**src/rtl/usb_pipe_pkg.sv**
```systemverilog
package usb_pipe_pkg;

  // endpoint range served by the pipe engine
  localparam int          NUM_EP    = 8;
  localparam int          EP_IDX_W  = 3;
  localparam logic [3:0]  FIRST_EP  = 4'h4;
  localparam logic [3:0]  LAST_EP   = 4'hb;

  // widths
  localparam int ADDR_W = 18;
  localparam int OFF_W  = 16;
  localparam int WORD_W = 16;
  localparam int MPS_W  = 7;
  localparam int NAK_W  = 4;

  // staging fifo in front of memory writes: {last, word}
  localparam int FIFO_DEPTH = 16;
  localparam int FIFO_W     = WORD_W + 1;

  // register map: paddr[11:8] zero, paddr[7:5] endpoint, paddr[4:2] register
  localparam logic [3:0] PAGE_ZERO     = 4'h0;
  localparam int         PAGE_LSB      = 8;
  localparam int         EP_SEL_LSB    = 5;
  localparam int         REG_SEL_LSB   = 2;
  localparam logic [2:0] REG_BASE      = 3'h0;
  localparam logic [2:0] REG_SIZE      = 3'h1;
  localparam logic [2:0] REG_RD_OFFSET = 3'h2;
  localparam logic [2:0] REG_WR_OFFSET = 3'h3;
  localparam logic [2:0] REG_CTRL      = 3'h4;
  localparam logic [2:0] REG_STATUS    = 3'h5;

  // control register fields
  localparam int CTRL_EN_BIT     = 0;
  localparam int CTRL_DIR_IN_BIT = 1;
  localparam int CTRL_MPS_LSB    = 8;
  localparam int CTRL_NAKLIM_LSB = 16;

  // status register fields
  localparam int STAT_NAKCNT_LSB = 0;
  localparam int STAT_BUSY_BIT   = 8;

  // reset values
  localparam logic [ADDR_W-1:0] BASE_RST = 18'h00000;
  localparam logic [OFF_W-1:0]  OFF_RST  = 16'h0000;
  localparam logic [31:0]       CTRL_RST = 32'h00000000;
  localparam logic [NAK_W-1:0]  NAK_RST  = 4'h0;

  typedef enum logic [1:0]
  {
    RESP_ACK,
    RESP_NAK,
    RESP_ZLP
  } resp_e;

endpackage : usb_pipe_pkg

```
**src/rtl/usb_endpoint_pipe.sv**
```systemverilog
// The register offsets and register access over APB were left to the implementer.
`timescale 1ns/1ps
`default_nettype none

// Overview of operation
// - endpoints 4 to 11 are served by this engine with no controller.
// - each endpoint has an 18-bit base and 16-bit size and offsets.
// - memory moves only whole 16-bit words, so 64 bytes are 32 words.
// - the engine owns OUT write offsets and IN read offsets.
// - both offsets start at zero and wrap to zero at the buffer end.
// - an OUT packet that fits is acknowledged and its offset stored.
// - an OUT packet that would meet the read pointer is NAKed unstored.
// - an OUT packet over the max packet is taken if it fits.
// - a full IN packet is sent and the read offset moves on ACK only.
// - a short IN packet is NAKed up to the 4-bit limit, then sent.
module usb_endpoint_pipe (
  input  wire logic        ref_clk,
  input  wire logic        rstn,
  // apb slave
  input  wire logic        psel,
  input  wire logic        penable,
  input  wire logic        pwrite,
  input  wire logic [11:0] paddr,
  input  wire logic [31:0] pwdata,
  output logic      [31:0] prdata,
  output logic             pready,
  output logic             pslverr,
  // token from the usb core
  input  wire logic        tokValid,
  output logic             tokReady,
  input  wire logic        tokIsIn,
  input  wire logic [3:0]  tokEp,
  // out packet words from the usb core
  input  wire logic        outWordValid,
  output logic             outWordReady,
  input  wire logic [15:0] outWordData,
  input  wire logic        outWordLast,
  // in packet words to the usb core
  output logic             inWordValid,
  input  wire logic        inWordReady,
  output logic      [15:0] inWordData,
  output logic             inWordLast,
  input  wire logic        hostAck,
  input  wire logic        hostLost,
  // handshake decision
  output logic             respValid,
  output usb_pipe_pkg::resp_e respKind,
  // dsp memory port
  output logic             memReq,
  output logic             memWrite,
  output logic      [17:0] memAddr,
  output logic      [15:0] memWdata,
  input  wire logic        memAck,
  input  wire logic [15:0] memRdata
);

  localparam int AW = usb_pipe_pkg::ADDR_W;
  localparam int OW = usb_pipe_pkg::OFF_W;
  localparam int IW = usb_pipe_pkg::EP_IDX_W;
  localparam int NE = usb_pipe_pkg::NUM_EP;

  typedef enum logic [3:0]
  {
    ST_IDLE,
    ST_OUT_RUN,
    ST_OUT_WR,
    ST_OUT_END,
    ST_IN_EVAL,
    ST_IN_READ,
    ST_IN_SEND,
    ST_IN_WAIT,
    ST_RESP
  } state_e;

  // next position on the ring, wrapping to zero at the end
  function automatic logic [OW-1:0] ringNext(input logic [OW-1:0] p,
                                             input logic [OW-1:0] sz);
    ringNext = (p + 1'b1 >= sz) ? '0 : OW'(p + 1'b1);
  endfunction : ringNext

  // words held between read and write offsets; equal means empty
  function automatic logic [OW-1:0] ringUsed(input logic [OW-1:0] wr,
                                             input logic [OW-1:0] rd,
                                             input logic [OW-1:0] sz);
    ringUsed = (wr >= rd) ? OW'(wr - rd) : OW'(sz - rd + wr);
  endfunction : ringUsed

  logic [AW-1:0]  baseQ   [NE];
  logic [OW-1:0]  sizeQ   [NE];
  logic [OW-1:0]  rdOffQ  [NE];
  logic [OW-1:0]  wrOffQ  [NE];
  logic [31:0]    ctrlQ   [NE];
  logic [usb_pipe_pkg::NAK_W-1:0] nakCntQ [NE];

  state_e              stateQ;
  logic [IW-1:0]       epQ;
  logic [OW-1:0]       ptrQ;
  logic [OW-1:0]       remainQ;
  logic                nakQ;
  logic                lastQ;
  logic                zlpQ;
  logic [15:0]         wordQ;
  usb_pipe_pkg::resp_e respKindQ;
  logic [31:0]         prdataQ;
  logic                slverrQ;

  logic                fifoValid;
  logic                fifoPop;
  logic [usb_pipe_pkg::FIFO_W-1:0] fifoData;
  logic                hwWrCommit;
  logic                hwRdCommit;
  logic                nakInc;
  logic                nakClr;
  logic                swWrite;
  logic                decOk;
  logic [IW-1:0]       decEp;
  logic [2:0]          decReg;
  logic [IW-1:0]       tokIdx;
  logic                tokInRange;
  logic [OW-1:0]       curSize;
  logic [OW-1:0]       curAvail;
  logic [OW-1:0]       curMps;
  logic [usb_pipe_pkg::NAK_W-1:0] curLimit;
  logic                inOn;
  logic                inFull;
  logic                inHold;

  // out words are staged so the core can stream while memory stalls
  sync_fifo #(
    .WIDTH (usb_pipe_pkg::FIFO_W),
    .DEPTH (usb_pipe_pkg::FIFO_DEPTH)
  ) u_out_fifo (
    .ref_clk  (ref_clk),
    .rstn     (rstn),
    .inValid  (outWordValid),
    .inReady  (outWordReady),
    .inData   ({outWordLast, outWordData}),
    .outValid (fifoValid),
    .outReady (fifoPop),
    .outData  (fifoData)
  );

  // apb decode
  assign decEp   = paddr[usb_pipe_pkg::EP_SEL_LSB +: IW];
  assign decReg  = paddr[usb_pipe_pkg::REG_SEL_LSB +: 3];
  assign decOk   = (paddr[11:usb_pipe_pkg::PAGE_LSB]
                    == usb_pipe_pkg::PAGE_ZERO)
                && (decReg <= usb_pipe_pkg::REG_STATUS);
  assign swWrite = psel && penable && pwrite && decOk;
  assign pready  = 1'b1;
  assign prdata  = prdataQ;
  assign pslverr = slverrQ && psel && penable;

  // read data is captured in the setup cycle so the access phase has no wait
  always_ff @(posedge ref_clk or negedge rstn)
  begin
    if (!rstn)
    begin
      prdataQ <= 32'h00000000;
      slverrQ <= 1'b0;
    end
    else if (psel && !penable)
    begin
      slverrQ <= !decOk;
      prdataQ <= 32'h00000000;
      if (decOk && !pwrite)
      begin
        unique case (decReg)
          usb_pipe_pkg::REG_BASE:      prdataQ <= 32'(baseQ[decEp]);
          usb_pipe_pkg::REG_SIZE:      prdataQ <= 32'(sizeQ[decEp]);
          usb_pipe_pkg::REG_RD_OFFSET: prdataQ <= 32'(rdOffQ[decEp]);
          usb_pipe_pkg::REG_WR_OFFSET: prdataQ <= 32'(wrOffQ[decEp]);
          usb_pipe_pkg::REG_CTRL:      prdataQ <= ctrlQ[decEp];
          default:
          begin
            prdataQ[usb_pipe_pkg::STAT_NAKCNT_LSB +: usb_pipe_pkg::NAK_W]
              <= nakCntQ[decEp];
            prdataQ[usb_pipe_pkg::STAT_BUSY_BIT]
              <= (stateQ != ST_IDLE) && (epQ == decEp);
          end
        endcase
      end
    end
  end

  // per-endpoint buffer registers; a hardware commit wins over a
  // software write to the same offset in the same cycle
  for (genvar e = 0; e < NE; e++)
  begin : g_ep
    logic hit;
    logic mine;
    assign hit  = swWrite && (decEp == IW'(e));
    assign mine = (epQ == IW'(e));

    always_ff @(posedge ref_clk or negedge rstn)
    begin
      if (!rstn)
      begin
        baseQ[e] <= usb_pipe_pkg::BASE_RST;
        sizeQ[e] <= usb_pipe_pkg::OFF_RST;
        ctrlQ[e] <= usb_pipe_pkg::CTRL_RST;
      end
      else if (hit)
      begin
        if (decReg == usb_pipe_pkg::REG_BASE)
        begin
          baseQ[e] <= pwdata[AW-1:0];
        end
        if (decReg == usb_pipe_pkg::REG_SIZE)
        begin
          sizeQ[e] <= pwdata[OW-1:0];
        end
        if (decReg == usb_pipe_pkg::REG_CTRL)
        begin
          ctrlQ[e] <= pwdata;
        end
      end
    end

    always_ff @(posedge ref_clk or negedge rstn)
    begin
      if (!rstn)
      begin
        rdOffQ[e] <= usb_pipe_pkg::OFF_RST;
        wrOffQ[e] <= usb_pipe_pkg::OFF_RST;
      end
      else
      begin
        if (hwRdCommit && mine)
        begin
          rdOffQ[e] <= ptrQ;
        end
        else if (hit && decReg == usb_pipe_pkg::REG_RD_OFFSET)
        begin
          rdOffQ[e] <= pwdata[OW-1:0];
        end
        if (hwWrCommit && mine)
        begin
          wrOffQ[e] <= ptrQ;
        end
        else if (hit && decReg == usb_pipe_pkg::REG_WR_OFFSET)
        begin
          wrOffQ[e] <= pwdata[OW-1:0];
        end
      end
    end

    always_ff @(posedge ref_clk or negedge rstn)
    begin
      if (!rstn)
      begin
        nakCntQ[e] <= usb_pipe_pkg::NAK_RST;
      end
      else if (mine && nakClr)
      begin
        nakCntQ[e] <= usb_pipe_pkg::NAK_RST;
      end
      else if (mine && nakInc)
      begin
        nakCntQ[e] <= nakCntQ[e] + 1'b1;
      end
    end
  end

  // token decode and the current endpoint's view
  assign tokInRange = (tokEp >= usb_pipe_pkg::FIRST_EP)
                   && (tokEp <= usb_pipe_pkg::LAST_EP);
  assign tokIdx   = IW'(tokEp - usb_pipe_pkg::FIRST_EP);
  assign tokReady = (stateQ == ST_IDLE);
  assign curSize  = sizeQ[epQ];
  assign curAvail = ringUsed(wrOffQ[epQ], rdOffQ[epQ], curSize);
  assign curMps   = OW'(ctrlQ[epQ][usb_pipe_pkg::CTRL_MPS_LSB +:
                                   usb_pipe_pkg::MPS_W]);
  assign curLimit = ctrlQ[epQ][usb_pipe_pkg::CTRL_NAKLIM_LSB +:
                               usb_pipe_pkg::NAK_W];

  // handshake and memory outputs
  assign fifoPop     = (stateQ == ST_OUT_RUN) && fifoValid;
  assign memReq      = (stateQ == ST_OUT_WR) || (stateQ == ST_IN_READ);
  assign memWrite    = (stateQ == ST_OUT_WR);
  assign memAddr     = AW'(baseQ[epQ] + AW'(ptrQ));
  assign memWdata    = wordQ;
  assign inWordValid = (stateQ == ST_IN_SEND);
  assign inWordData  = wordQ;
  assign inWordLast  = (remainQ == '0);
  assign respValid   = (stateQ == ST_RESP);
  assign respKind    = respKindQ;
  assign hwWrCommit  = (stateQ == ST_OUT_END) && !nakQ;
  assign hwRdCommit  = (stateQ == ST_IN_WAIT) && hostAck;
  // decided from this token's state: respKindQ still holds the last answer
  assign inOn        = ctrlQ[epQ][usb_pipe_pkg::CTRL_EN_BIT]
                    && ctrlQ[epQ][usb_pipe_pkg::CTRL_DIR_IN_BIT];
  assign inFull      = (curMps != '0) && (curAvail >= curMps);
  assign inHold      = !inFull && (nakCntQ[epQ] < curLimit);
  assign nakInc      = (stateQ == ST_IN_EVAL) && inOn && inHold;
  assign nakClr      = (stateQ == ST_IN_EVAL) && inOn && !inHold;

  // packet sequencer
  always_ff @(posedge ref_clk or negedge rstn)
  begin
    if (!rstn)
    begin
      stateQ    <= ST_IDLE;
      epQ       <= '0;
      ptrQ      <= usb_pipe_pkg::OFF_RST;
      remainQ   <= usb_pipe_pkg::OFF_RST;
      nakQ      <= 1'b0;
      lastQ     <= 1'b0;
      zlpQ      <= 1'b0;
      wordQ     <= 16'h0000;
      respKindQ <= usb_pipe_pkg::RESP_ACK;
    end
    else
    begin
      unique case (stateQ)
        ST_IDLE:
        begin
          zlpQ <= 1'b0;
          if (tokValid && tokInRange)
          begin
            epQ <= tokIdx;
            if (tokIsIn)
            begin
              stateQ <= ST_IN_EVAL;
            end
            else
            begin
              // a disabled or wrong-way endpoint still drains its data
              ptrQ   <= wrOffQ[tokIdx];
              nakQ   <= !ctrlQ[tokIdx][usb_pipe_pkg::CTRL_EN_BIT]
                     || ctrlQ[tokIdx][usb_pipe_pkg::CTRL_DIR_IN_BIT];
              stateQ <= ST_OUT_RUN;
            end
          end
        end
        ST_OUT_RUN:
        begin
          if (fifoValid)
          begin
            wordQ <= fifoData[usb_pipe_pkg::WORD_W-1:0];
            lastQ <= fifoData[usb_pipe_pkg::WORD_W];
            // no length limit: only room decides, so oversize packets pass
            if (nakQ || ringNext(ptrQ, curSize) == rdOffQ[epQ])
            begin
              nakQ   <= 1'b1;
              stateQ <= fifoData[usb_pipe_pkg::WORD_W] ? ST_OUT_END : ST_OUT_RUN;
            end
            else
            begin
              stateQ <= ST_OUT_WR;
            end
          end
        end
        ST_OUT_WR:
        begin
          if (memAck)
          begin
            ptrQ   <= ringNext(ptrQ, curSize);
            stateQ <= lastQ ? ST_OUT_END : ST_OUT_RUN;
          end
        end
        ST_OUT_END:
        begin
          respKindQ <= nakQ ? usb_pipe_pkg::RESP_NAK : usb_pipe_pkg::RESP_ACK;
          stateQ    <= ST_RESP;
        end
        ST_IN_EVAL:
        begin
          ptrQ <= rdOffQ[epQ];
          if (!ctrlQ[epQ][usb_pipe_pkg::CTRL_EN_BIT]
              || !ctrlQ[epQ][usb_pipe_pkg::CTRL_DIR_IN_BIT])
          begin
            respKindQ <= usb_pipe_pkg::RESP_NAK;
            stateQ    <= ST_RESP;
          end
          else if (curMps != '0 && curAvail >= curMps)
          begin
            remainQ   <= OW'(curMps - 1'b1);
            respKindQ <= usb_pipe_pkg::RESP_ACK;
            stateQ    <= ST_IN_READ;
          end
          else if (nakCntQ[epQ] < curLimit)
          begin
            respKindQ <= usb_pipe_pkg::RESP_NAK;
            stateQ    <= ST_RESP;
          end
          else if (curAvail == '0)
          begin
            respKindQ <= usb_pipe_pkg::RESP_ZLP;
            zlpQ      <= 1'b1;
            stateQ    <= ST_RESP;
          end
          else
          begin
            remainQ   <= OW'(curAvail - 1'b1);
            respKindQ <= usb_pipe_pkg::RESP_ACK;
            stateQ    <= ST_IN_READ;
          end
        end
        ST_IN_READ:
        begin
          if (memAck)
          begin
            wordQ  <= memRdata;
            stateQ <= ST_IN_SEND;
          end
        end
        ST_IN_SEND:
        begin
          if (inWordReady)
          begin
            ptrQ <= ringNext(ptrQ, curSize);
            if (remainQ == '0)
            begin
              stateQ <= ST_IN_WAIT;
            end
            else
            begin
              remainQ <= OW'(remainQ - 1'b1);
              stateQ  <= ST_IN_READ;
            end
          end
        end
        ST_IN_WAIT:
        begin
          // a lost handshake leaves the stored offset so the retry resends
          if (hostAck || hostLost)
          begin
            stateQ <= ST_IDLE;
          end
        end
        ST_RESP:
        begin
          stateQ <= zlpQ ? ST_IN_WAIT : ST_IDLE;
        end
      endcase
    end
  end

endmodule : usb_endpoint_pipe

`default_nettype wire

```
**src/rtl/sync_fifo.sv**
```systemverilog
`timescale 1ns/1ps
`default_nettype none

module sync_fifo #(
  parameter int WIDTH = 17,
  parameter int DEPTH = 16
) (
  input  wire logic             ref_clk,
  input  wire logic             rstn,
  input  wire logic             inValid,
  output logic                  inReady,
  input  wire logic [WIDTH-1:0] inData,
  output logic                  outValid,
  input  wire logic             outReady,
  output logic      [WIDTH-1:0] outData
);

  localparam int PTR_W = $clog2(DEPTH);

  logic [WIDTH-1:0] memQ [DEPTH];
  logic [PTR_W-1:0] headQ;
  logic [PTR_W-1:0] tailQ;
  logic [PTR_W:0]   countQ;
  logic             push;
  logic             pop;

  assign inReady  = (countQ != (PTR_W+1)'(DEPTH));
  assign outValid = (countQ != '0);
  assign outData  = memQ[headQ];
  assign push     = inValid && inReady;
  assign pop      = outValid && outReady;

  // storage has no reset: only words below countQ are ever read
  always_ff @(posedge ref_clk)
  begin
    if (push)
    begin
      memQ[tailQ] <= inData;
    end
  end

  always_ff @(posedge ref_clk or negedge rstn)
  begin
    if (!rstn)
    begin
      headQ  <= '0;
      tailQ  <= '0;
      countQ <= '0;
    end
    else
    begin
      if (push)
      begin
        tailQ <= (tailQ == PTR_W'(DEPTH - 1)) ? '0 : tailQ + 1'b1;
      end
      if (pop)
      begin
        headQ <= (headQ == PTR_W'(DEPTH - 1)) ? '0 : headQ + 1'b1;
      end
      if (push && !pop)
      begin
        countQ <= countQ + 1'b1;
      end
      else if (pop && !push)
      begin
        countQ <= countQ - 1'b1;
      end
    end
  end

endmodule : sync_fifo

`default_nettype wire

```
**config.mk**
```make
export PLATFORM = sky130hd
export DESIGN_NAME = usb_endpoint_pipe
export DESIGN_NICKNAME = d
export VERILOG_FILES = /design/src/rtl/usb_pipe_pkg.sv /design/src/rtl/usb_endpoint_pipe.sv /design/src/rtl/sync_fifo.sv
export SDC_FILE = /design/constraint.sdc
export NUM_CORES = 2
export LEC_CHECK = 0
export CORE_AREA = 4 4 412 414
export DETAILED_ROUTE_END_ITERATION = 12
export DIE_AREA = 0 0 416 418
export DONT_BUFFER_PORTS = 1
export SYNTH_ARGS = -nofsm -noshare
export SYNTH_HDL_FRONTEND = slang
export SYNTH_SLANG_ARGS = --single-unit
```
**constraint.sdc**
```tcl
create_clock -name ref_clk -period 13.7 [get_ports ref_clk]
set_input_delay 0 -clock ref_clk [delete_from_list [all_inputs] [get_ports ref_clk]]
set_output_delay 0 -clock ref_clk [all_outputs]
set_load 0.05 [all_outputs]
```
==> Yosys cells after proc, flatten, opt, wreduce, memory -nomap -nowiden <==
Memory sizes are Yosys's and may differ from the RTL's.
Index checks and enable logic that the tools add are counted.
{ "totals": {"reg_bits": 922, "ram_bits": 272, "inputBits": 93, "memories": 1} }
{ "op_classes": {"add_sub_neg": 21, "order_cmp": 10, "n_eq_ne": 46, "n_mux": 151, "bitwise": 3, "reduce_logical": 169} }
{ "memory_table": {"columns": ["memory", "depth", "width", "read_ports", "rd_ports_with_merged_regs", "write_ports", "line", "text"], "rows": [
  ["u_out_fifo.memQ", 16, 17, 1, 0, 1, "sync_fifo.sv:20", "logic [WIDTH-1:0] memQ [DEPTH];"]
]} }
{ "ops": {"columns": ["cell", "n"], "rows": [
  ["16-bit two-way mux", 60],
  ["16-bit binary-select mux with 3-bit select", 7],
  ["32-bit binary-select mux with 3-bit select", 3],
  ["4-bit two-way mux", 32],
  ["23-bit one-hot mux with 5 select lines", 1],
  ["18-bit binary-select mux with 3-bit select", 2],
  ["32-bit two-way mux", 3],
  ["1-bit logical AND", 80],
  ["18-bit two-way mux", 4],
  ["16-bit one-hot mux with 2 select lines", 2],
  ["16-bit one-hot mux with 4 select lines", 1],
  ["2-bit nonzero test", 30],
  ["2-bit AND reduction", 26],
  ["4-bit by 1-bit adder with 4-bit output, second input constant", 10],
  ["20-bit two-way mux", 2],
  ["4-bit one-hot mux with 5 select lines", 2],
  ["4-bit one-hot mux with 9 select lines", 1],
  ["16-bit greater-or-equal comparator", 2],
  ["16-bit zero test", 2],
  ["16-bit by 1-bit subtractor with 16-bit output, second input constant", 2],
  ["16-bit subtractor", 2],
  ["3-bit == test, second input constant", 9],
  ["4-bit binary-select mux with 3-bit select", 2],
  ["2-bit two-way mux", 10],
  ["other kinds (42)", 105]
]} }

==> Depth between registers and ports, before layout <==
{ "logic_depth": {"ltp_word": 15, "depth_mapped": 36, "ltp_nobuf": 25} }

==> Modules after synthesis <==
Synthesis repeated with hierarchy kept, for this count alone.
{ "unflattened": {"hier_cells": 5214, "hier_area_um2": 66104.6} }
{ "by_module_without_submodules": {"columns": ["module", "n_inst", "cells_each", "area_per_inst_um2", "seq_area_each_um2"], "rows": [
  ["usb_endpoint_pipe", 1, 4663, 54790.0, 22746.8],
  ["sync_fifo", 1, 551, 11314.6, 8493.1]
]} }

==> Least setup slack after synthesis <==
OpenSTA, ideal clock, no wires.
{ "synth_path": {"kind": "reg2reg", "start": "reg epQ[0]", "end": "reg remainQ[13]", "setup_ns": 0.123, "arrival_time_ns": 7.708, "t_required_ns": 13.577, "slack_ns": 5.869, "path_stages_with_launch": 36, "n_path_buf": 11, "cell_sequence": "dfrtp_1 buf_6 buf_2 buf_4 buf_4 buf_4 clkbuf_1 buf_2 buf_2 mux4_2 mux2i_1 ha_1 inv_1 fa_1 a211o_1 nand2_1 a21oi_1 o31ai_2 buf_2 buf_1 nand2_1 o21ai_0 inv_1 ha_1 nand2b_1 a21o_1 a21o_1 a21o_1 a21o_1 a21o_1 a211oi_2 a31oi_4 buf_6 o21ai_4 nand2_4 o221a_1"} }
{ "synth_via": {"elab_chain_len": 13, "word_cells_on_any_way": 40, "cone_classes": "add/sub: 5; order compare: 3; eq/ne: 3; mux: 21; bitwise: 1; reduce/logical: 7"} }
{ "synth_rtl": {"columns": ["item", "line", "text"], "rows": [
  ["start: declaration", "usb_endpoint_pipe.sv:96", "logic [IW-1:0] epQ;"],
  ["start signal: assignment", "usb_endpoint_pipe.sv:321", "epQ <= tokIdx;"],
  ["3-bit inverter with 4-bit output (not written as such) (*)", null, null],
  ["16-bit binary-select mux with 3-bit select (on tied branches)", "usb_endpoint_pipe.sv:270, usb_endpoint_pipe.sv:271", null],
  ["16-bit two-way mux (on tied branches) (2 in a row)", "usb_endpoint_pipe.sv:270, usb_endpoint_pipe.sv:271", null],
  ["16-bit subtractor", "usb_endpoint_pipe.sv:85", "ringUsed = (wr >= rd) ? OW'(wr - rd) : OW'(sz - rd + wr);"],
  ["16-bit adder", "usb_endpoint_pipe.sv:85", null],
  ["16-bit two-way mux", "usb_endpoint_pipe.sv:85", null],
  ["16-bit by 1-bit subtractor with 16-bit output", "usb_endpoint_pipe.sv:395", "remainQ <= OW'(curAvail - 1'b1);"],
  ["16-bit two-way mux", "usb_endpoint_pipe.sv:387", "else if (curAvail == '0)"],
  ["16-bit two-way mux", "usb_endpoint_pipe.sv:382", "else if (nakCntQ[epQ] < curLimit)"],
  ["16-bit two-way mux", "usb_endpoint_pipe.sv:376", "else if (curMps != '0 && curAvail >= curMps)"],
  ["16-bit two-way mux", "usb_endpoint_pipe.sv:370", "if (!ctrlQ[epQ][usb_pipe_pkg::CTRL_EN_BIT]"],
  ["16-bit one-hot mux with 2 select lines", "usb_endpoint_pipe.sv:315", "unique case (stateQ)"],
  ["end signal: assignment", "usb_endpoint_pipe.sv:306", "remainQ <= usb_pipe_pkg::OFF_RST;"],
  ["end signal: assignment", "usb_endpoint_pipe.sv:378", "remainQ <= OW'(curMps - 1'b1);"],
  ["end signal: assignment", "usb_endpoint_pipe.sv:395", null],
  ["end: declaration", "usb_endpoint_pipe.sv:98", "logic [OW-1:0] remainQ;"]
]} }
Mark *: on every way between the ends. The rest lies on a longest branch, timed or not. The select of a mux whose other input is x is not followed.
A chain may end at the register's enable or synchronous reset.

==> Worst setup path in the final report <==
{ "layout_path": {"start": "reg epQ[1]", "end": "reg stateQ[0]"} }
{ "layout_via": {"elab_chain_len": 13, "word_cells_on_any_way": 40, "cone_classes": "add/sub: 3; order compare: 4; eq/ne: 1; mux: 24; bitwise: 1; reduce/logical: 7"} }
{ "layout_rtl": {"columns": ["item", "line", "text"], "rows": [
  ["3-bit inverter with 4-bit output (not written as such) (*)", null, null],
  ["branches (longest 11 deep; another with 16-bit subtractor)", null, null],
  ["4-bit one-hot mux with 9 select lines (*)", "usb_endpoint_pipe.sv:315", null],
  ["end signal: assignment", "usb_endpoint_pipe.sv:346", "stateQ <= fifoData[usb_pipe_pkg::WORD_W] ? ST_OUT_END : ST_OUT_RUN;"],
  ["end signal: assignment", "usb_endpoint_pipe.sv:359", "stateQ <= lastQ ? ST_OUT_END : ST_OUT_RUN;"],
  ["end signal: assignment", "usb_endpoint_pipe.sv:434", "stateQ <= zlpQ ? ST_IN_WAIT : ST_IDLE;"],
  ["end: declaration", "usb_endpoint_pipe.sv:95", "state_e stateQ;"]
]} }
Every way passes the cells marked *. The select of a mux whose other input is x is not followed.

==> impl_metrics.ini <==
[worst_setup_path]
worstPathRequired_ns = 14.35
worstSetupStartpointType = flip-flop
rr_worst_depth = 25
critical_path_arrival_ns = 9.28
worst-path-max-fanout = 46
endpoint_kind = flip-flop
crit_type = flip-flop to flip-flop

[sta]
worstMarginPinSlew_ns = 1.33
slew-limit-headroom_pct = 11.2
drv_slew = 0
fmax_mhz = 116
rsz0062_at_grt = no
fin_crit_sh_pct = 63.0
holdWs_ns = 0.0560
final.setup.tns_ns = 0
skew_ns = 0.0493
hold_viol = 0
period_minus_slack_ns = 8.63
final-setup-viol-count = 0

[global_routing]
first_global_vias = 44800
grt_first_pass_wirelength_um = 307000
antenna_found_initial = 7
gr-total-overflow = 0
grtUsageMet2_pct = 37.2
grt_usage_pct = 23.6
busiest_layer = met2
met3_usage_pct = 4.67
gr-usage-met1_pct = 32.3
grt_max_degree = 220

[placed_design]
gp_congestion = 0.898
hpwl_um = 128000
numPortBuffers = 0

[synthesis]
synth_enable_flop_cells = 272
async_flop_share_pct = 77.2
syn_area_um2 = 66000
synth_top_flop_cell = dfrtp_1
synth_cells = 5060
synth-seq-cells = 1194
yosysWarnings = 0
mappedNetlistNets = 5265
yosysSeqAreaShare_pct = 47.3
ys_types = 97
avgSynthCellArea_um2 = 13.0

[detailed_routing]
drc_errors = 0
vias = 44900
wl_per_cell_um = 28.0
drtIter0Drc = 4394
via_per_inst = 6.08
drt-pass1-iter-count = 6
wl_um = 207000
ant_nets = 0

[pwr]
ir_drop_mv = 0.371
power_density_nw_per_um2 = 227
power.leakage_nw = 31.7

[floorplanning]
start_util_pct = 39.7
die_y_um = 418
pin_count = 186
fp.coreArea_um2 = 166000
die_area_um2 = 174000
die_w_um = 416
row_count = 150

[cts]
clockBufferDepth = 3
clkSinkCount = 1194
cts_buffers = 139
cts-root-buf = clkbuf_16
worstSkewPairLatency_ns = 0.80
hold_buffers = 169
cts_resized = 0
cts_tree = done
clkSlewWorstSetupHoldPaths_ns = 0.06
cts_setup_buffers = 0
htree_levels = 4

[min_path]
min_path_type = input pin to flip-flop
hold_depth = 4

[layout]
drive_gt1_share_pct = 29.9
nets = 5282
utilization_pct = 45.1
final_common_cell = dfrtp_1
synthToLayoutAreaGrowth_pct = 13.7
mostFrequentLayoutCells = dfrtp_1 (917), mux2_2 (573), mux4_2 (496)

[job]
cap_viol_max_count = 0

[status]
status = completed
==> layer usage <==
| layer | part of all wire [%] | wire length (um) | vias to the layer above |
|---|---|---|---|
| met3 | 7.1 | 14700 | 397 |
| met5 | 0.024 | 49 | - |
| met1 | 42 | 87100 | 23600 |
| met4 | 4.3 | 8950 | 8 |
| li1 | - | - | 19200 |
| met2 | 46 | 96300 | 1694 |
==> sequential cells by signal, summed over array words and instances (netlist names), 32 cells and up <==
signal / count
ctrlQ: 256
prdata: 32
baseQ: 144
u_out_fifo.memQ: 272
nakCntQ: 32
wrOffQ: 128
sizeQ: 128
rdOffQ: 128
==> critical path: stages (launching register included) <==
cell           delay [ns]
dfrtp_4              0.89
buf_4                0.55
buf_4                0.66
mux4_2               0.41
mux2i_1              0.75
ha_1                 0.46
nand2_1              0.13
o21ai_1              0.12
a2111o_1             0.47
o31ai_2              0.18
buf_4                0.30
nand2_1              0.07
o21ai_0              0.08
inv_1                0.11
ha_1                 0.29
nand2b_1             0.14
a21o_1               0.17
a21o_1               0.18
a21o_1               0.18
a21o_1               0.18
a21o_1               0.19
a211oi_2             0.36
a31oi_4              0.37
o21ai_4              0.43
a31oi_1              0.13
dlygate4sd3_1        0.58
==> where the power goes <==
part / internal, mW / switching, mW / leakage (nW)
combinational: 3.58 / 4.82 / 14.4
sequential: 4.13 / 0.735 / 15.0
clock: 2.24 / 1.55 / 2.29
total: 9.95 / 7.11 / 31.7
==> final timing paths <==
check,startpoint,to,slack [ns]
worst max-delay path,epQ[1]$_DFFE_PN0P_,stateQ[0]$_DFFE_PN0P_,5.07
worst max register to register,epQ[1]$_DFFE_PN0P_,stateQ[0]$_DFFE_PN0P_,5.07
min in group asynchronous,rstn,remainQ[9]$_DFFE_PN0P_,0.32
worst min-delay path,paddr[3],prdata[6]$_DFFE_PN0P_,0.06
worst min register to register,u_out_fifo.countQ[4]$_DFFE_PN0P_,u_out_fifo.countQ[4]$_DFFE_PN0P_,0.49
max in group asynchronous,rstn,ctrlQ[185]$_DFFE_PN0P_,10.69
==> cell families (layout without fill, tap and decap cells) <==
logic type      count (synthesis)  in the layout  share of synthesized area, %
fa+ha+maj                     112            112                          2.33
simple gates                  931            931                          6.39
xor+xnor                       79             79                          1.06
other cells                     1              7                       0.00568
mux                          1436           1436                          32.3
flops                        1194           1194                          47.3
buf+inv                       533            652                          3.29
compound gates                774            774                          7.32
==> synthesized netlist by cell type, types with 34 or more instances <==
master	instances	share of area [%]
mux4_2	496	17
nor2_1	282	1.6
edfxtp_1	272	12
buf_2	34	0.26
clkbuf_1	304	1.7
o21ai_0	283	2.1
nand2_1	345	2.0
dfrtp_1	922	35
nand3_1	65	0.49
a21oi_1	213	1.6
xnor2_1	53	0.70
inv_1	100	0.57
mux2_2	573	9.8
buf_1	60	0.34
nand2b_1	47	0.45
mux2i_1	366	5.5
nor3_1	58	0.44
ha_1	94	1.8
==> final cells by class <==
| class | count | area, um2 |
|---|---|---|
| diodes | 6 | 15.0 |
| clock buffers | 190 | 3970 |
| clock inverters | 53 | 663 |
| fillers | 14900 | 91300 |
| inverters | 105 | 394 |
| multi-input cells | 3333 | 32900 |
| flip-flops and latches | 1194 | 31300 |
| well taps | 2204 | 2760 |
| repair buffers | 304 | 3110 |
==> metrics by stage <==
stage	instance area, um2	instances	setup WS (ns)	power, mW
after floorplan	66000	5060	5.87	10.9
after global placement	68400	6971	5.33	12.9
after detailed placement	68400	6971	5.36	12.9
after CTS	75000	7383	5.27	17.0
after global routing	75000	7384	4.83	18.1
final	75000	7389	5.07	17.1
Note: power is estimated with default switching activity, not from simulation.
